File: src/bit_flag_pkg.sv
/*
 * Constants, opcode encoding and state layout for the bit and flag
 * instruction unit. Assumes a single AHB-Lite slave on the core clock.
 */
//
// Behaviour
// - rotate left via carry: carry to bit 0, bit 7 to carry, Z C N V
// - rotate right via carry: carry to bit 7, bit 0 to carry, Z C N V
// - bit store copies operand bit b into transfer flag, nothing else
// - bit load writes transfer flag into operand bit b, flags unchanged
// - carry force one or zero changes only the carry flag
// - overflow force one or zero changes only the overflow flag
// - sign force one or zero changes only the sign flag
// - half carry force one sets only the half carry flag
// - half carry force zero clears only the half carry flag
// - sleep takes one clock, keeps flags, pulses the sleep request
// - watchdog restart takes one clock, keeps flags, pulses the restart
package bit_flag_pkg;

    // register offsets, byte addresses
    localparam logic [7:0] A_OPERAND = 8'h00;
    localparam logic [7:0] A_STATUS  = 8'h04;
    localparam logic [7:0] A_COMMAND = 8'h08;
    localparam logic [7:0] A_INFO    = 8'h0C;

    // status flag positions
    localparam int F_C = 0;
    localparam int F_Z = 1;
    localparam int F_N = 2;
    localparam int F_V = 3;
    localparam int F_S = 4;
    localparam int F_H = 5;
    localparam int F_T = 6;
    localparam int F_I = 7;

    localparam logic [7:0] M_C = 8'h01 << F_C;
    localparam logic [7:0] M_V = 8'h01 << F_V;
    localparam logic [7:0] M_S = 8'h01 << F_S;
    localparam logic [7:0] M_H = 8'h01 << F_H;
    localparam logic [7:0] M_T = 8'h01 << F_T;

    // command word fields
    localparam int CMD_OP_LSB  = 0;
    localparam int CMD_OP_W    = 5;
    localparam int CMD_BIT_LSB = 8;
    localparam int CMD_BIT_W   = 3;
    localparam int CMD_W       = 16;

    // reset values
    localparam logic [7:0] RST_OPERAND = 8'h00;
    localparam logic [7:0] RST_FLAGS   = 8'h00;

    typedef enum logic [4:0] {
        no_operation         = 5'h00,
        rotate_left_carry    = 5'h01,
        rotate_right_carry   = 5'h02,
        arith_shift_right    = 5'h03,
        nibble_swap          = 5'h04,
        flag_set_by_index    = 5'h05,
        flag_clear_by_index  = 5'h06,
        bit_to_transfer_flag = 5'h07,
        transfer_flag_to_bit = 5'h08,
        carry_force_one      = 5'h09,
        carry_force_zero     = 5'h0A,
        negative_force_one   = 5'h0B,
        negative_force_zero  = 5'h0C,
        zero_force_one       = 5'h0D,
        zero_force_zero      = 5'h0E,
        global_irq_on        = 5'h0F,
        global_irq_off       = 5'h10,
        sign_force_one       = 5'h11,
        sign_force_zero      = 5'h12,
        overflow_force_one   = 5'h13,
        overflow_force_zero  = 5'h14,
        transfer_force_one   = 5'h15,
        transfer_force_zero  = 5'h16,
        half_carry_force_one = 5'h17,
        half_carry_force_zero = 5'h18,
        sleep_enter          = 5'h19,
        watchdog_restart     = 5'h1A
    } op_e;

    typedef struct packed {
        logic              sel;
        logic              wr;
        logic [7:0]        addr;
        logic [7:0]        operand;
        logic [7:0]        flags;
        logic [CMD_W-1:0]  cmd;
        logic [7:0]        count;
        logic              bad;
        logic              sleep;
        logic              wdt;
        logic [31:0]       rdata;
        logic              ready;
    } unit_state_s;

endpackage : bit_flag_pkg

File: src/bit_flag_instruction_unit.sv
/*
 * Bit manipulation, status flag and core control instruction unit.
 * Software loads the operand and status registers, then writes a command
 * word; the command executes in the clock that ends its data phase.
 * Assumes one AHB-Lite master, word transfers only, hready = hreadyout.
 */
// Added by the designer: register access over AHB-Lite and the register offsets.
`timescale 1ns/1ns
module bit_flag_instruction_unit
    import bit_flag_pkg::*;
(
    // clock and reset
    input  wire logic        hclk,
    input  wire logic        hresetn,
    // ahb-lite slave
    input  wire logic        hsel,
    input  wire logic [31:0] haddr,
    input  wire logic [1:0]  htrans,
    input  wire logic        hwrite,
    input  wire logic [2:0]  hsize,
    input  wire logic [31:0] hwdata,
    input  wire logic        hready,
    output logic      [31:0] hrdata,
    output logic             hreadyout,
    output logic             hresp,
    // core side
    output logic      [7:0]  operand_value,
    output logic      [7:0]  status_flags,
    output logic             sleep_req,
    output logic             wdt_restart
);

    unit_state_s s_ff;
    unit_state_s nxt_s;

    logic                 cmd_go;
    logic                 addr_take;
    op_e                  op;
    logic [CMD_BIT_W-1:0] bsel;
    logic [4:0]           fdec;
    logic [7:0]           d;
    logic                 c_in;

    // flags after a shift: C from the bit shifted out, N from the new top
    // bit, V as N xor C; S and H are left as they were
    function automatic logic [7:0] shift_flags(input logic [7:0] f,
                                               input logic [7:0] res,
                                               input logic       cout);
        logic [7:0] r;
        r      = f;
        r[F_C] = cout;
        r[F_Z] = (res == 8'h00);
        r[F_N] = res[7];
        r[F_V] = res[7] ^ cout;
        return r;
    endfunction : shift_flags

    // dedicated flag forces: {hit, value, index}
    function automatic logic [4:0] flag_decode(input op_e o);
        unique case (o)
            carry_force_one:       return {2'b11, 3'(F_C)};
            carry_force_zero:      return {2'b10, 3'(F_C)};
            negative_force_one:    return {2'b11, 3'(F_N)};
            negative_force_zero:   return {2'b10, 3'(F_N)};
            zero_force_one:        return {2'b11, 3'(F_Z)};
            zero_force_zero:       return {2'b10, 3'(F_Z)};
            global_irq_on:         return {2'b11, 3'(F_I)};
            global_irq_off:        return {2'b10, 3'(F_I)};
            sign_force_one:        return {2'b11, 3'(F_S)};
            sign_force_zero:       return {2'b10, 3'(F_S)};
            overflow_force_one:    return {2'b11, 3'(F_V)};
            overflow_force_zero:   return {2'b10, 3'(F_V)};
            transfer_force_one:    return {2'b11, 3'(F_T)};
            transfer_force_zero:   return {2'b10, 3'(F_T)};
            half_carry_force_one:  return {2'b11, 3'(F_H)};
            half_carry_force_zero: return {2'b10, 3'(F_H)};
            default:               return 5'h00;
        endcase
    endfunction : flag_decode

    assign cmd_go    = s_ff.sel && s_ff.wr && (s_ff.addr == A_COMMAND);
    assign addr_take = hsel && hready && htrans[1];
    assign op        = op_e'(hwdata[CMD_OP_LSB +: CMD_OP_W]);
    assign bsel      = hwdata[CMD_BIT_LSB +: CMD_BIT_W];
    assign fdec      = flag_decode(op);
    assign d         = s_ff.operand;
    assign c_in      = s_ff.flags[F_C];

    always_comb begin
        nxt_s       = s_ff;
        nxt_s.sleep = 1'b0;
        nxt_s.wdt   = 1'b0;
        nxt_s.ready = 1'b1;
        // data phase: writes land here, every command finishes in this clock
        if (s_ff.sel && s_ff.wr) begin
            case (s_ff.addr)
                A_OPERAND: nxt_s.operand = hwdata[7:0];
                A_STATUS:  nxt_s.flags   = hwdata[7:0];
                A_COMMAND: begin
                    nxt_s.cmd   = hwdata[CMD_W-1:0];
                    nxt_s.count = s_ff.count + 8'h01;
                    nxt_s.bad   = 1'b0;
                end
                default: ;
            endcase
        end
        if (cmd_go) begin
            if (fdec[4]) begin
                nxt_s.flags[fdec[2:0]] = fdec[3];
            end
            case (op)
                rotate_left_carry: begin
                    nxt_s.operand = {d[6:0], c_in};
                    nxt_s.flags = shift_flags(s_ff.flags, {d[6:0], c_in}, d[7]);
                end
                rotate_right_carry: begin
                    nxt_s.operand = {c_in, d[7:1]};
                    nxt_s.flags = shift_flags(s_ff.flags, {c_in, d[7:1]}, d[0]);
                end
                arith_shift_right: begin
                    nxt_s.operand = {d[7], d[7:1]};
                    nxt_s.flags = shift_flags(s_ff.flags, {d[7], d[7:1]}, d[0]);
                end
                nibble_swap: nxt_s.operand = {d[3:0], d[7:4]};
                flag_set_by_index:   nxt_s.flags[bsel] = 1'b1;
                flag_clear_by_index: nxt_s.flags[bsel] = 1'b0;
                bit_to_transfer_flag: nxt_s.flags[F_T] = d[bsel];
                transfer_flag_to_bit: begin
                    nxt_s.operand[bsel] = s_ff.flags[F_T];
                end
                sleep_enter:      nxt_s.sleep = 1'b1;
                watchdog_restart: nxt_s.wdt   = 1'b1;
                no_operation: ;
                default: nxt_s.bad = ~fdec[4];
            endcase
        end
        // address phase
        nxt_s.sel  = addr_take;
        nxt_s.wr   = hwrite;
        nxt_s.addr = haddr[7:0];
        // read data from the next state, so a read right behind a write or
        // a command sees the updated value without a wait state
        nxt_s.rdata = 32'h0000_0000;
        if (addr_take && !hwrite) begin
            case (haddr[7:0])
                A_OPERAND: nxt_s.rdata = {24'h00_0000, nxt_s.operand};
                A_STATUS:  nxt_s.rdata = {24'h00_0000, nxt_s.flags};
                A_COMMAND: nxt_s.rdata = {16'h0000, nxt_s.cmd};
                A_INFO:    nxt_s.rdata = {23'h00_0000, nxt_s.bad,
                                          nxt_s.count};
                default:   nxt_s.rdata = 32'h0000_0000;
            endcase
        end
    end

    always_ff @(posedge hclk or negedge hresetn) begin
        if (!hresetn) begin
            s_ff <= '{sel: 1'b0, wr: 1'b0, addr: 8'h00,
                      operand: RST_OPERAND, flags: RST_FLAGS,
                      cmd: 16'h0000, count: 8'h00, bad: 1'b0,
                      sleep: 1'b0, wdt: 1'b0, rdata: 32'h0000_0000,
                      ready: 1'b1};
        end else begin
            s_ff <= nxt_s;
        end
    end

    assign hrdata        = s_ff.rdata;
    assign hreadyout     = s_ff.ready;
    assign hresp         = 1'b0;
    assign operand_value = s_ff.operand;
    assign status_flags  = s_ff.flags;
    assign sleep_req     = s_ff.sleep;
    assign wdt_restart   = s_ff.wdt;

    // checks: each command's effect is visible one clock after its data phase

    AST_ROTATE_LEFT: assert property (
        @(posedge hclk) disable iff (!hresetn)
        cmd_go && op == rotate_left_carry |=>
            operand_value == {$past(operand_value[6:0]),
                              $past(status_flags[F_C])}
            && status_flags[F_C] == $past(operand_value[7])
            && status_flags[F_Z] == (operand_value == 8'h00)
            && status_flags[F_N] == operand_value[7]
            && status_flags[F_V] == (status_flags[F_N] ^ status_flags[F_C])
            && (status_flags & (M_S | M_H))
               == ($past(status_flags) & (M_S | M_H)))
        else $error("rotate left result or flags wrong");

    AST_ROTATE_RIGHT: assert property (
        @(posedge hclk) disable iff (!hresetn)
        cmd_go && op == rotate_right_carry |=>
            operand_value == {$past(status_flags[F_C]),
                              $past(operand_value[7:1])}
            && status_flags[F_C] == $past(operand_value[0])
            && status_flags[F_Z] == (operand_value == 8'h00)
            && status_flags[F_N] == operand_value[7]
            && status_flags[F_V] == (status_flags[F_N] ^ status_flags[F_C])
            && (status_flags & (M_S | M_H))
               == ($past(status_flags) & (M_S | M_H)))
        else $error("rotate right result or flags wrong");

    AST_BIT_STORE: assert property (
        @(posedge hclk) disable iff (!hresetn)
        cmd_go && op == bit_to_transfer_flag |=>
            status_flags[F_T] == $past(operand_value[bsel])
            && (status_flags & ~M_T) == ($past(status_flags) & ~M_T)
            && $stable(operand_value))
        else $error("bit store moved wrong bit or other flags");

    AST_BIT_LOAD: assert property (
        @(posedge hclk) disable iff (!hresetn)
        cmd_go && op == transfer_flag_to_bit |=>
            operand_value[$past(bsel)] == status_flags[F_T]
            && $stable(status_flags)
            && $countones(operand_value ^ $past(operand_value)) <= 1)
        else $error("bit load touched flags or other bits");

    AST_CARRY_FORCE: assert property (
        @(posedge hclk) disable iff (!hresetn)
        cmd_go && (op == carry_force_one || op == carry_force_zero) |=>
            status_flags[F_C] == ($past(op) == carry_force_one)
            && (status_flags & ~M_C) == ($past(status_flags) & ~M_C))
        else $error("carry force wrong");

    AST_OVERFLOW_FORCE: assert property (
        @(posedge hclk) disable iff (!hresetn)
        cmd_go && (op == overflow_force_one || op == overflow_force_zero) |=>
            status_flags[F_V] == ($past(op) == overflow_force_one)
            && (status_flags & ~M_V) == ($past(status_flags) & ~M_V))
        else $error("overflow force wrong");

    AST_SIGN_FORCE: assert property (
        @(posedge hclk) disable iff (!hresetn)
        cmd_go && (op == sign_force_one || op == sign_force_zero) |=>
            status_flags[F_S] == ($past(op) == sign_force_one)
            && (status_flags & ~M_S) == ($past(status_flags) & ~M_S))
        else $error("sign force wrong");

    AST_HALF_SET: assert property (
        @(posedge hclk) disable iff (!hresetn)
        cmd_go && op == half_carry_force_one |=>
            status_flags == ($past(status_flags) | M_H))
        else $error("half carry set wrong");

    AST_HALF_CLEAR: assert property (
        @(posedge hclk) disable iff (!hresetn)
        cmd_go && op == half_carry_force_zero |=>
            status_flags == ($past(status_flags) & ~M_H))
        else $error("half carry clear wrong");

    // a second sleep command right behind the first legally stretches it
    AST_SLEEP_PULSE: assert property (
        @(posedge hclk) disable iff (!hresetn)
        cmd_go && op == sleep_enter |=>
            sleep_req && $stable(status_flags)
            ##1 sleep_req == $past(cmd_go && op == sleep_enter))
        else $error("sleep request not a one clock pulse");

    AST_SLEEP_CAUSE: assert property (
        @(posedge hclk) disable iff (!hresetn)
        sleep_req |-> $past(cmd_go && op == sleep_enter))
        else $error("sleep request without a sleep command");

    AST_WATCHDOG_PULSE: assert property (
        @(posedge hclk) disable iff (!hresetn)
        cmd_go && op == watchdog_restart |=>
            wdt_restart && $stable(status_flags)
            ##1 wdt_restart == $past(cmd_go && op == watchdog_restart))
        else $error("watchdog restart not a one clock pulse");

    AST_WATCHDOG_CAUSE: assert property (
        @(posedge hclk) disable iff (!hresetn)
        wdt_restart |-> $past(cmd_go && op == watchdog_restart))
        else $error("watchdog restart without a restart command");

    AST_ARITH_SHIFT: assert property (
        @(posedge hclk) disable iff (!hresetn)
        cmd_go && op == arith_shift_right |=>
            operand_value == {$past(operand_value[7]),
                              $past(operand_value[7:1])}
            && status_flags[F_C] == $past(operand_value[0])
            && status_flags[F_Z] == (operand_value == 8'h00)
            && status_flags[F_N] == operand_value[7]
            && status_flags[F_V] == (status_flags[F_N] ^ status_flags[F_C])
            && (status_flags & (M_S | M_H))
               == ($past(status_flags) & (M_S | M_H)))
        else $error("arithmetic shift wrong");

    AST_SWAP_FLAGS: assert property (
        @(posedge hclk) disable iff (!hresetn)
        cmd_go && op == nibble_swap |=>
            operand_value == {$past(operand_value[3:0]),
                              $past(operand_value[7:4])}
            && $stable(status_flags))
        else $error("nibble swap wrong or flags changed");

    AST_INDEXED_FLAG: assert property (
        @(posedge hclk) disable iff (!hresetn)
        cmd_go && op == flag_set_by_index |=>
            status_flags == ($past(status_flags) | (8'h01 << $past(bsel))))
        else $error("indexed flag set wrong");

    AST_INDEXED_CLEAR: assert property (
        @(posedge hclk) disable iff (!hresetn)
        cmd_go && op == flag_clear_by_index |=>
            status_flags == ($past(status_flags) & ~(8'h01 << $past(bsel))))
        else $error("indexed flag clear wrong");

    AST_NEGATIVE_FORCE: assert property (
        @(posedge hclk) disable iff (!hresetn)
        cmd_go && (op == negative_force_one || op == negative_force_zero) |=>
            status_flags[F_N] == ($past(op) == negative_force_one)
            && ((status_flags ^ $past(status_flags))
                & ~(8'h01 << F_N)) == 8'h00)
        else $error("negative force wrong");

    AST_ZERO_FORCE: assert property (
        @(posedge hclk) disable iff (!hresetn)
        cmd_go && (op == zero_force_one || op == zero_force_zero) |=>
            status_flags[F_Z] == ($past(op) == zero_force_one)
            && ((status_flags ^ $past(status_flags))
                & ~(8'h01 << F_Z)) == 8'h00)
        else $error("zero force wrong");

    AST_NOP_QUIET: assert property (
        @(posedge hclk) disable iff (!hresetn)
        cmd_go && op == no_operation |=>
            $stable(status_flags) && $stable(operand_value)
            && !sleep_req && !wdt_restart)
        else $error("no-operation changed state");

    // codes past the last defined one must leave the datapath untouched
    AST_UNKNOWN_CODE: assert property (
        @(posedge hclk) disable iff (!hresetn)
        cmd_go && hwdata[CMD_OP_LSB +: CMD_OP_W] > 5'(watchdog_restart) |=>
            $stable(status_flags) && $stable(operand_value)
            && s_ff.bad && !sleep_req && !wdt_restart)
        else $error("unknown code changed state or was not flagged");

    AST_COMMAND_COUNT: assert property (
        @(posedge hclk) disable iff (!hresetn)
        cmd_go |=> s_ff.count == $past(s_ff.count) + 8'h01)
        else $error("command count did not advance by one");

    AST_READ_IDLE: assert property (
        @(posedge hclk) disable iff (!hresetn)
        !(addr_take && !hwrite) |=> hrdata == 32'h0000_0000)
        else $error("read data left standing outside its data phase");

    AST_ZERO_WAIT: assert property (
        @(posedge hclk) disable iff (!hresetn)
        hreadyout && !hresp)
        else $error("slave must answer okay with no wait");

endmodule : bit_flag_instruction_unit

File: config.mk
export PLATFORM = sky130hd
export DESIGN_NAME = bit_flag_instruction_unit
export DESIGN_NICKNAME = d
export VERILOG_FILES = /design/src/bit_flag_pkg.sv /design/src/bit_flag_instruction_unit.sv
export SDC_FILE = /design/constraint.sdc
export NUM_CORES = 1
export LEC_CHECK = 0
export BUFFER_PORTS_ARGS = -buffer_cell sky130_fd_sc_hd__buf_2
export CELL_PAD_IN_SITES_DETAIL_PLACEMENT = 2
export CELL_PAD_IN_SITES_GLOBAL_PLACEMENT = 2
export CORE_MARGIN = 2
export CORE_UTILIZATION = 28
export CTS_BUF_LIST = sky130_fd_sc_hd__clkbuf_16
export DETAILED_ROUTE_END_ITERATION = 7
export PLACE_DENSITY = 0.76
export SLEW_MARGIN = 20
export SYNTH_ARGS = -nofsm -noshare
export SYNTH_HDL_FRONTEND = slang
export SYNTH_SLANG_ARGS = --single-unit
File: constraint.sdc
create_clock -name hclk -period 2 [get_ports hclk]
set_input_delay 0.4 -clock hclk [delete_from_list [all_inputs] [get_ports hclk]]
set_output_delay 0.4 -clock hclk [all_outputs]
set_load 0.02 [all_outputs]
=== After elaboration in Yosys (flattened, before gate mapping) ===
Memories as Yosys holds them, arrays and structs flattened.
Index checks and enable logic that the tools add are counted.

* Flip-flop bits (word level): 85
* Bits in read-only memories: 160
* Bits of input ports: 74
* Output and inout port bits: 52
* Word-level logic and storage cells: 80
* Memories kept: 1

{| class="wikitable"
|+ Memory list
! memory !! depth !! width !! rd ports !! clocked after Yosys merged registers in !! wr ports !! line !! source
|-
| (name not given) || 32 || 5 || 1 || 0 || 0 || bit_flag_instruction_unit.sv:60 || <nowiki>unique case (o)</nowiki>
|}

* Add/sub/neg operators: 1
* $lt $le $gt $ge: 4
* Equality and inequality tests: 15
* Multiplexer cells: 25
* Bitwise operators: 7
* Reduce and logical (&&, ||, !) cells: 16

{| class="wikitable"
|+ Operator list
! cell !! count
|-
| one-hot mux 16 bit (4 select lines) || 1
|-
| 2-to-1 mux 41 bit || 1
|-
| zero test 8 bit || 5
|-
| one-hot mux 8 bit (5 select lines) || 1
|-
| 2-to-1 mux 16 bit || 2
|-
| 2-to-1 mux 8 bit || 4
|-
| one-hot mux 6 bit (5 select lines) || 1
|-
| 2-to-1 mux 25 bit || 1
|-
| == test 8 x 4 -> 1 bit (second input constant) || 3
|-
| == test 5 x 3 -> 1 bit (second input constant) || 4
|-
| bitwise mux 8 bit || 2
|-
| == test 8 x 3 -> 1 bit (second input constant) || 2
|-
| OR reduction 11 bit || 1
|-
| == test 5 x 2 -> 1 bit (second input constant) || 2
|-
| == test 5 bit (second input constant) || 2
|-
| adder 8 x 1 -> 8 bit (second input constant) || 1
|-
| AND 8 bit || 1
|-
| less-than comparator 3 x 4 -> 1 bit (second input constant) || 2
|-
| inverter 8 bit || 1
|-
| OR 8 bit || 1
|-
| logical AND 1 bit || 7
|-
| demux 1 bit (select 3 bit) || 2
|-
| greater-or-equal comparator 3 x 1 -> 1 bit (second input constant) || 2
|-
| 2-to-1 mux 1 bit || 6
|-
| other kinds (11) || 13
|}

=== Logic depth before layout (Yosys ltp) ===
Gate-level depths: netlist (run 1).
An unclocked memory read counts as a cell.

* Depth after elaboration: 13
* Depth in mapped cells: 12
* Depth with buffers taken out: 10

=== Worst setup path before layout (run 1) ===
No wires, ideal clock.

* Path type: input to register
* From: in hwdata[0]
* To: reg s_ff, in the netlist hrdata[7]
* Setup time: 0.131 ns
* Arrival time: 2.393 ns
* Required time: 1.869 ns
* Slack: -0.524 ns
* Stages: 9
* Buffers on the path: 0
* Cells stage by stage: inv_1 ha_1 nor4bb_1 or4_1 a221oi_2 o311ai_2 a31oi_1 o21a_1 o32ai_1

{| class="wikitable"
|+ RTL lines
! element !! line !! source
|-
| start, declared || bit_flag_instruction_unit.sv:21 || <nowiki>input wire logic [31:0] hwdata,</nowiki>
|-
| end signal, assigned || bit_flag_instruction_unit.sv:158 || <nowiki>s_ff <= '{sel: 1'b0, wr: 1'b0, addr: 8'h00,</nowiki>
|-
| end signal, assigned || bit_flag_instruction_unit.sv:164 || <nowiki>s_ff <= nxt_s;</nowiki>
|-
| end, declared || bit_flag_instruction_unit.sv:33 || <nowiki>unit_state_s s_ff;</nowiki>
|}

==> results.py, run 1 <==
metrics = {
    "grt": {
        "grt_max_degree": 31,
        "grt_pass1_vias": 5429,
        "track_usage_pct": 24.2,
        "grt_pass1_wl_um": 33000,
        "grt_overflow": 0,
        "antenna_found_initial": 0,
    },
    "critical_path": {
        "cp_data_required_time_ns": 2.22,
        "crit_fanout": 8,
        "endpoint_kind": "flop",
        "crit_arrival_ns": 2.84,
        "critical_path_class": "reg -> reg",
        "critPathLaunchType": "flop",
    },
    "outcome": {
        "status": "finished with violations",
        "violations": "setup timing",
    },
    "floorplan": {
        "fp.dieW_um": 134,
        "design.core.area_um2": 16600,
        "die_y_um": 134,
        "ios": 126,
        "rows": 47,
        "initial_utilization_pct": 28.7,
        "die-area_um2": 18100,
    },
    "finish": {
        "area_delta_synth_final_pct": 58.7,
        "diodes": 0,
        "stdcell_area_um2": 7550,
        "num-nets-final": 804,
        "drive_above_1_share_pct": 55.6,
        "fillers": 1760,
        "fin_util_pct": 45.5,
    },
    "synthesis": {
        "syn_area_um2": 4760,
        "synthMuxAreaShare_pct": 4.36,
        "synth_cells": 536,
        "syn_area_per_cell_um2": 8.88,
        "synth-simple-area-share_pct": 24.6,
        "synth_edf_count": 0,
        "synth-compound-area-share_pct": 18.4,
        "synth-seq-cells": 69,
        "yosys_warnings": 0,
        "synth_top_family_by_area": "simple AND/OR/NAND/NOR gates",
        "synth_seq_area_share_pct": 36.3,
        "synth.distinct_cells": 83,
        "synth-async-reset-ratio_pct": 100,
        "synthXorXnorAreaFrac_pct": 1.81,
        "synthFlopType": "dfrtp_1",
        "synth_fa_ha_area_share_pct": 1.84,
    },
    "drt": {
        "wl_per_cell_um": 27.3,
        "drt-total-wl_um": 25900,
        "drt_first_iter_violations": 378,
        "via_count": 5199,
        "drc": 0,
        "via_per_inst": 5.48,
        "ant_nets": 0,
        "dr.pass1.iters": 5,
    },
    "sta": {
        "worst_pin_slew_ns": 0.699,
        "skew_ns": 0.0155,
        "worst_slack_ns": -0.616,
        "final-max-slew-violation-count": 0,
        "hold_viol": 0,
        "setup_viol": 50,
        "tns_ns": -12.46,
        "min_period_over_period_pct": 131,
        "finalCriticalPeriod_ns": 2.62,
        "rsz0062_at_grt": "yes",
        "slew_headroom_pct": 53.4,
        "max_freq_ghz": 0.382,
    },
    "clock_tree": {
        "cts_buffer_depth": 2,
        "cts.hold.buffers_added": 0,
        "clk_latency_ns": 0.36,
        "cts.sinks": 69,
        "clk_pin_slew_worst_paths_ns": 0.07,
        "cts_tree": "built",
        "htree_levels": 3,
        "cts-buffers-inserted": 9,
        "cts_root_buf": "clkbuf_16",
    },
    "pwr": {
        "total_power_uw": 4050,
        "clkPwrFrac_pct": 45.6,
        "power_switching_uw": 1220,
        "p_seq_share_pct": 35.8,
        "peakVddDrop_uv": 393,
        "switching_share_pct": 30.0,
        "powerDensity_nw_per_um2": 536,
        "power_leakage_uw": 0.00348,
        "combPwrFrac_pct": 18.6,
        "internal_power_uw": 2830,
    },
    "placed_design": {
        "portBuffers": 63,
        "dpl-instance-area_um2": 6000,
        "gp_congestion": 0.976,
        "place_hpwl_um": 15400,
    },
    "min_path": {
        "hold_class": "in -> async",
    },
    "job": {
        "cap_viol_max_count": 0,
    },
}
## cell type report
cell class                      instances  area (um2)  area share [%]
Multi-Input combinational cell        390        3270            43.3
Timing Repair Buffer                  243        1910            25.3
Sequential cell                        69        1730            22.9
Tap cell                              220         275            3.64
Clock buffer                            9         225            2.98
Clock inverter                          7         103            1.36
Inverter                               10        42.5           0.563
## cell usage in the layout, fill, tap and decap left out, types with 4 or more instances in the layout
cell       synthesis  routed
nor4bb_1           6       4
buf_2              9      61
and2_1             7       5
nor3_1             7       6
nor2b_4            0       4
dfrtp_1           69      69
a22oi_2            2       4
mux2i_1           14      10
nand3_1           14      10
o211ai_1           4       4
nand2_2            2      17
a21oi_2            4      12
o21ai_2            0       5
nor2_1            29      25
a21oi_1           20       9
inv_1              8       6
nand2_4            0      15
conb_1             2      18
nor2b_1            8       4
o21ai_1            7       8
inv_6              0       4
buf_4             51     137
a22o_1             5       5
o32ai_1            6       4
o21ai_0           29      21
xnor2_2            1       4
clkbuf_16          0      10
mux2_4             0       4
buf_6              4      37
nand2_1           94      63
## flip-flops by register name, summed over array words and instances, names as in the netlist
signal,count
operand_value,8
wdt_restart,1
s_ff,35
status_flags,8
sleep_req,1
hrdata,16
## power by group through the flow
stage | registers [uW] | logic [uW] | clock network [uW]
floorplan | 1470 | 342 | 0
global route | 1450 | 789 | 1920
global placement | 1470 | 590 | 0
CTS | 1440 | 670 | 1840
finish | 1450 | 752 | 1850
detailed placement | 1470 | 618 | 0
## cells in the mapped netlist (3+ instances only)
| cell type | count | area [um2] |
|---|---|---|
| nor2_1 | 29 | 109 |
| a31oi_1 | 5 | 31.3 |
| buf_6 | 4 | 45.0 |
| o211ai_1 | 4 | 30.0 |
| o32ai_1 | 6 | 52.6 |
| a32oi_1 | 4 | 35.0 |
| a21oi_2 | 4 | 35.0 |
| or3_1 | 4 | 25.0 |
| mux2_2 | 4 | 45.0 |
| xor2_1 | 3 | 26.3 |
| xnor2_1 | 5 | 43.8 |
| o21a_1 | 3 | 22.5 |
| a22oi_1 | 4 | 30.0 |
| o21ai_1 | 7 | 35.0 |
| nor3_1 | 7 | 35.0 |
| ha_1 | 7 | 87.6 |
| nand4b_1 | 3 | 26.3 |
| nor2b_1 | 8 | 50.1 |
| o21ai_0 | 29 | 145 |
| and3_1 | 3 | 18.8 |
| a22o_1 | 5 | 43.8 |
| clkbuf_1 | 16 | 60.1 |
| buf_4 | 51 | 383 |
| a211oi_1 | 3 | 22.5 |
| nand3_1 | 14 | 70.1 |
| nand2_1 | 94 | 353 |
| or4_1 | 3 | 22.5 |
| mux2i_1 | 14 | 140 |
| inv_1 | 8 | 30.0 |
| o2bb2ai_1 | 5 | 43.8 |
| nand2b_1 | 3 | 18.8 |
| and2_1 | 7 | 43.8 |
| nor4bb_1 | 6 | 60.1 |
| o22ai_1 | 4 | 25.0 |
| a21oi_1 | 20 | 100 |
| dfrtp_1 | 69 | 1730 |
| buf_2 | 9 | 45.0 |
## per-stage QoR
step	setup slack (ns)	hold WS (ns)	std cells
2_1_floorplan	-0.319	0.104	552
3_3_place_gp	-0.713	0.445	891
3_5_place_dp	-0.758	0.456	891
4_1_cts	-0.348	0.0886	921
5_1_grt	-0.665	0.101	948
6_report	-0.616	0.0817	948
## kinds of logic after synthesis
kind of cell / count (synthesis)
mux: 19
compound gates: 125
other cells: 2
flops: 69
simple gates: 212
fa+ha+maj: 7
buf+inv: 93
xor+xnor: 9
## worst paths after layout
check | depth (start not counted) | slack [ns] | to | startpoint
setup reg to reg | 10 | -0.62 | hrdata[2] | s_ff[83]
hold reg to reg | 1 | 0.50 | s_ff[43] | s_ff[43]
min in group hclk | 1 | 0.16 | s_ff[83] | haddr[7]
setup / recovery | 10 | -0.62 | hrdata[2] | s_ff[83]
max in group asynchronous | 2 | 1.27 | status_flags[1] | hresetn
hold / removal | 1 | 0.08 | s_ff[78] | hresetn
## per-layer routing
metal | global-route usage, % | vias up | share of wire [%]
met2 | 43.5 | 216 | 52
met3 | 3.93 | 72 | 5.4
met4 | 7.72 | 0 | 4.1
met5 | 0 | - | 0
met1 | 29.4 | 2696 | 38
li1 | - | 2215 | -
## timing repair
| action | in CTS | in global routing |
|---|---|---|
| gates resized for setup | 92 | 115 |
| setup endpoints to repair | 28 | 48 |
| setup buffers | 18 | 36 |
| gates cloned | 0 | 1 |
| pin swaps | 26 | 40 |
## worst max-delay path: stages (launching register included)
cell and delay (ns):
dfrtp_1 0.41, or4_4 0.57, buf_6 0.15, nor4_4 0.14
buf_6 0.18, buf_8 0.16, a22oi_1 0.15, nand2_1 0.18
and2_4 0.17, a211oi_2 0.04, a211oi_1 0.33
Note: power is estimated with default switching activity, not from simulation.
==> run 2, diff against run 1 <==
Settings changed: CORE_ASPECT_RATIO from default to 1.4.
==> results.py, run 2 (synthesis gave the netlist of run 1 again) <==
metrics = {
    "clock_tree": {
        "cts_buffer_depth": 2,
        "cts.sinks": 69,
        "cts.hold.buffers_added": 0,
        "clk_pin_slew_worst_paths_ns": 0.06,
        "cts_root_buf": "clkbuf_16",
        "cts-buffers-inserted": 9,
        "clk_latency_ns": 0.34,
        "htree_levels": 3,
        "cts_tree": "built",
    },
    "finish": {
        "stdcell_area_um2": 7250,
        "final_common_cell": "buf_4",
        "area_delta_synth_final_pct": 52.4,
        "num-nets-final": 781,
        "fillers": 1765,
        "diodes": 0,
        "final_cell_mix": "buf_4, dfrtp_1, nand2_1, buf_2, nor2_1",
        "drive_above_1_share_pct": 52.3,
        "regMostFlops": "s_ff",
        "finalNonFillerCells": 908,
        "largest_reg_flops": 35,
    },
    "critical_path": {
        "crit_arrival_ns": 2.88,
        "cp_data_required_time_ns": 2.19,
        "r2r_cells": 10,
        "endpoint_kind": "flop",
        "critPathLaunchType": "input port",
        "critical_path_class": "in -> reg",
        "crit_fanout": 7,
    },
    "drt": {
        "drt-total-wl_um": 26100,
        "drt_first_iter_violations": 355,
        "wl_per_cell_um": 28.7,
        "dr.pass1.iters": 7,
        "via_count": 5205,
        "drc": 0,
        "via_per_inst": 5.73,
        "ant_nets": 0,
    },
    "floorplan": {
        "ios": 126,
        "initial_utilization_pct": 28.5,
        "fp.dieW_um": 114,
        "design.core.area_um2": 16700,
        "die_y_um": 158,
        "rows": 56,
        "die-area_um2": 18100,
    },
    "sta": {
        "setup_viol": 45,
        "slew_headroom_pct": 62.8,
        "rsz0062_at_grt": "yes",
        "worst_slack_ns": -0.692,
        "finalCriticalPeriod_ns": 2.69,
        "min_period_over_period_pct": 135,
        "skew_ns": 0.0107,
        "fin_hold_ws_ns": 0.0422,
        "final-max-slew-violation-count": 0,
        "tns_ns": -8.92,
        "worst_pin_slew_ns": 0.558,
        "max_freq_ghz": 0.371,
        "hold_viol": 0,
    },
    "pwr": {
        "combPwrFrac_pct": 19.6,
        "power_switching_uw": 1140,
        "total_power_uw": 3810,
        "switching_share_pct": 29.9,
        "p_seq_share_pct": 38.2,
        "internal_power_uw": 2670,
        "powerDensity_nw_per_um2": 525,
        "peakVddDrop_uv": 387,
        "clkPwrFrac_pct": 42.2,
        "power_leakage_uw": 0.00332,
    },
    "placed_design": {
        "place_hpwl_um": 15300,
        "portBuffers": 63,
        "dpl-instance-area_um2": 5930,
        "gp_congestion": 0.880,
        "place_inst": 862,
    },
    "grt": {
        "grt_overflow": 0,
        "grt_pass1_vias": 5521,
        "antenna_found_initial": 0,
        "grt_max_degree": 25,
        "track_usage_pct": 24.8,
        "grt_pass1_wl_um": 33600,
    },
    "min_path": {
        "hold_class": "in -> async",
    },
    "outcome": {
        "status": "finished with violations",
        "violations": "setup timing",
    },
    "job": {
        "cap_viol_max_count": 0,
    },
}
==> run 2: critical path, stage by stage <==
cell and delay [ns]:
buf_2 0.12, ha_2 0.22, or2_4 0.28, and2_1 0.27, a22oi_2 0.22, nor4_2 0.07, buf_4 0.14, o41ai_4 0.44
a22oi_2 0.19, mux2i_1 0.33, o32ai_1 0.20
==> run 2: power groups by stage <==
stage                     clock, uW  sequential (uW)  combinational, uW
after global routing           1680             1450                778
after floorplan                   0             1470                342
final                          1610             1450                745
after detailed placement          0             1470                611
after global placement            0             1470                585
after CTS                      1580             1450                663
==> run 2: layer usage <==
layer / routed length [um] / track usage [%]
met1: 9730 / 26.1
met2: 13600 / 47.4
met3: 1090 / 2.99
met4: 1640 / 13.4
met5: 0 / 0
==> run 2: timing repair <==
item | in CTS | in global routing
pin swaps | 23 | 36
resized for setup | 57 | 114
cloned | 0 | 3
setup buffers | 9 | 21
endpoints found under the setup margin | 44 | 46
==> run 2: layout make-up <==
| cell class | count | area, um2 | area share [%] |
|---|---|---|---|
| repair buffers | 220 | 1760 | 24.3 |
| well taps | 203 | 254 | 3.50 |
| inverters | 10 | 37.5 | 0.518 |
| flip-flops and latches | 69 | 1730 | 23.8 |
| clock buffers | 9 | 225 | 3.11 |
| multi-input cells | 390 | 3190 | 43.9 |
| clock inverters | 7 | 58.8 | 0.811 |
==> run 2: per-stage QoR <==
stage               worst slack (ns)  utilization (%)
detailed placement            -0.832             35.5
floorplan                     -0.319                -
global route                  -0.694             43.5
finish                        -0.692             43.5
global placement              -0.686             35.5
CTS                           -0.461             39.4
==> run 2: path summary, 6_finish.rpt <==
kind                                start         end  slack (ns)
worst max-delay path            hwdata[0]   hrdata[1]       -0.69
max in group asynchronous         hresetn   hrdata[5]        1.38
min in group hclk                haddr[1]    s_ff[77]        0.19
worst min register to register   s_ff[49]    s_ff[49]        0.49
worst min-delay path              hresetn  hrdata[10]        0.04
worst max register to register   s_ff[80]   hrdata[1]       -0.67
==> run 3, diff against run 2 <==
Settings changed: CORE_UTILIZATION 28 to 32, PLACE_DENSITY 0.76 to 0.82.
Clock period 2 ns to 2.7 ns, I/O delays scaled along.
==> results.py, run 3 (synthesis gave the netlist of run 1 again) <==
metrics = {
    "finish": {
        "drive_above_1_share_pct": 33.7,
        "final_cell_mix": "nand2_1, buf_4, dfrtp_1, buf_2",
        "regMostFlops": "s_ff",
        "num-nets-final": 711,
        "largest_reg_flops": 35,
        "fillers": 1595,
        "area_delta_synth_final_pct": 24.7,
        "final_common_cell": "nand2_1",
        "stdcell_area_um2": 5940,
        "diodes": 0,
        "fin_util_pct": 40.9,
    },
    "critical_path": {
        "critical_path_class": "reg -> reg",
        "cp_data_required_time_ns": 2.89,
        "crit_arrival_ns": 2.83,
        "endpoint_kind": "flop",
        "critPathLaunchType": "flop",
        "rr_endpoint": "hrdata[4]",
        "r2r_cells": 7,
        "r2r_setup_slack_ns": 0.06,
        "crit_fanout": 18,
        "r2r-start": "s_ff[83]",
    },
    "grt": {
        "grt_overflow": 0,
        "antenna_found_initial": 0,
        "grt_pass1_vias": 5132,
        "grt_max_degree": 70,
        "grt_pass1_wl_um": 30200,
        "track_usage_pct": 25.0,
    },
    "sta": {
        "max_freq_ghz": 0.379,
        "hold_viol": 0,
        "final-max-slew-violation-count": 0,
        "worst_pin_slew_ns": 0.520,
        "rsz0062_at_grt": "yes",
        "skew_ns": 0.00999,
        "setup_viol": 0,
        "min_period_over_period_pct": 97.8,
        "finalCriticalPeriod_ns": 2.64,
        "slew_headroom_pct": 65.3,
    },
    "clock_tree": {
        "cts.sinks": 69,
        "cts_root_buf": "clkbuf_16",
        "cts_buffer_depth": 2,
        "clk_pin_slew_worst_paths_ns": 0.06,
        "htree_levels": 3,
        "cts_tree": "built",
        "cts.hold.buffers_added": 0,
        "clk_latency_ns": 0.34,
        "cts-buffers-inserted": 9,
    },
    "min_path": {
        "hold_class": "in -> async",
    },
    "drt": {
        "via_per_inst": 5.50,
        "drt_first_iter_violations": 274,
        "via_count": 4531,
        "drt-total-wl_um": 19300,
        "dr.pass1.iters": 4,
        "ant_nets": 0,
        "wl_per_cell_um": 23.4,
        "drc": 0,
    },
    "floorplan": {
        "initial_utilization_pct": 32.8,
        "rows": 52,
        "ios": 126,
        "die_y_um": 148,
        "fp.dieW_um": 107,
        "die-area_um2": 15900,
        "design.core.area_um2": 14500,
    },
    "placed_design": {
        "place_hpwl_um": 13600,
        "portBuffers": 63,
        "gp_congestion": 0.907,
        "dpl-instance-area_um2": 5500,
    },
    "job": {
        "cap_viol_max_count": 0,
    },
    "pwr": {
        "power_leakage_uw": 0.00275,
        "peakVddDrop_uv": 396,
        "powerDensity_nw_per_um2": 484,
    },
    "outcome": {
        "status": "finished, final reports clean",
    },
}
[run 3: worst max-delay path: stages (launching register included)]
cell	delay, ns
dfrtp_1	0.40
or4_4	0.58
nor4b_4	0.38
buf_12	0.21
nand4_1	0.13
xnor2_1	0.27
nor2_1	0.10
o32ai_1	0.41
[run 3: cell type report]
cell class / instances / area (um2) / share of cell area, %
clock buffer: 9 / 225 / 3.79
timing repair buffer: 150 / 1020 / 17.2
sequential: 69 / 1730 / 29.1
multi-input combinational: 390 / 2580 / 43.4
clock inverter: 7 / 115 / 1.94
inverter: 10 / 37.5 / 0.632
tap: 189 / 236 / 3.98
[run 3: what timing repair did]
action / CTS / global route
resized for setup: 4 / 12
pin swaps: 1 / 8
setup endpoints to repair: 5 / 6
buffers inserted: 0 / 2
hold endpoints to repair: 0 / 0
[run 3: stage by stage]
step	setup TNS (ns)	hold WS [ns]	power (uW)	instances	setup slack (ns)
floorplan	0	0.244	1330	552	0.0364
global placement	-1.25	0.449	1480	806	-0.257
detailed placement	-2.28	0.461	1500	806	-0.369
CTS	0	0.237	2880	822	0.00913
global route	-0.0293	0.248	2970	824	-0.0108
finish	0	0.223	2870	824	0.0595
[run 3: metal layers]
metal,global-route usage [%],part of all wire [%],vias to the layer above,routed length (um)
met1,28.8,38,2300,7410
li1,-,-,2030,-
met3,3.02,2.9,62,556
met4,13.6,5.9,0,1130
met5,0,0,-,0
met2,44.6,53,139,10200
[run 3: worst max path at each step]
stage          cells past startpoint         to  startpoint  slack, ns
2_1_floorplan                      9  hrdata[7]   hwdata[0]       0.04
3_3_place_gp                      13  hrdata[3]   hwdata[0]      -0.26
3_5_place_dp                      13  hrdata[3]   hwdata[0]      -0.37
4_1_cts                           11  hrdata[7]   hwdata[0]      0.009
5_1_grt                           13  hrdata[7]   hwdata[0]      -0.01
6_report                           7  hrdata[4]    s_ff[83]       0.06
[run 3: power breakdown]
part           internal, uW  total [uW]  switching, uW
registers              1050        1070           20.6
logic                   166         431            266
clock network           899        1370            468
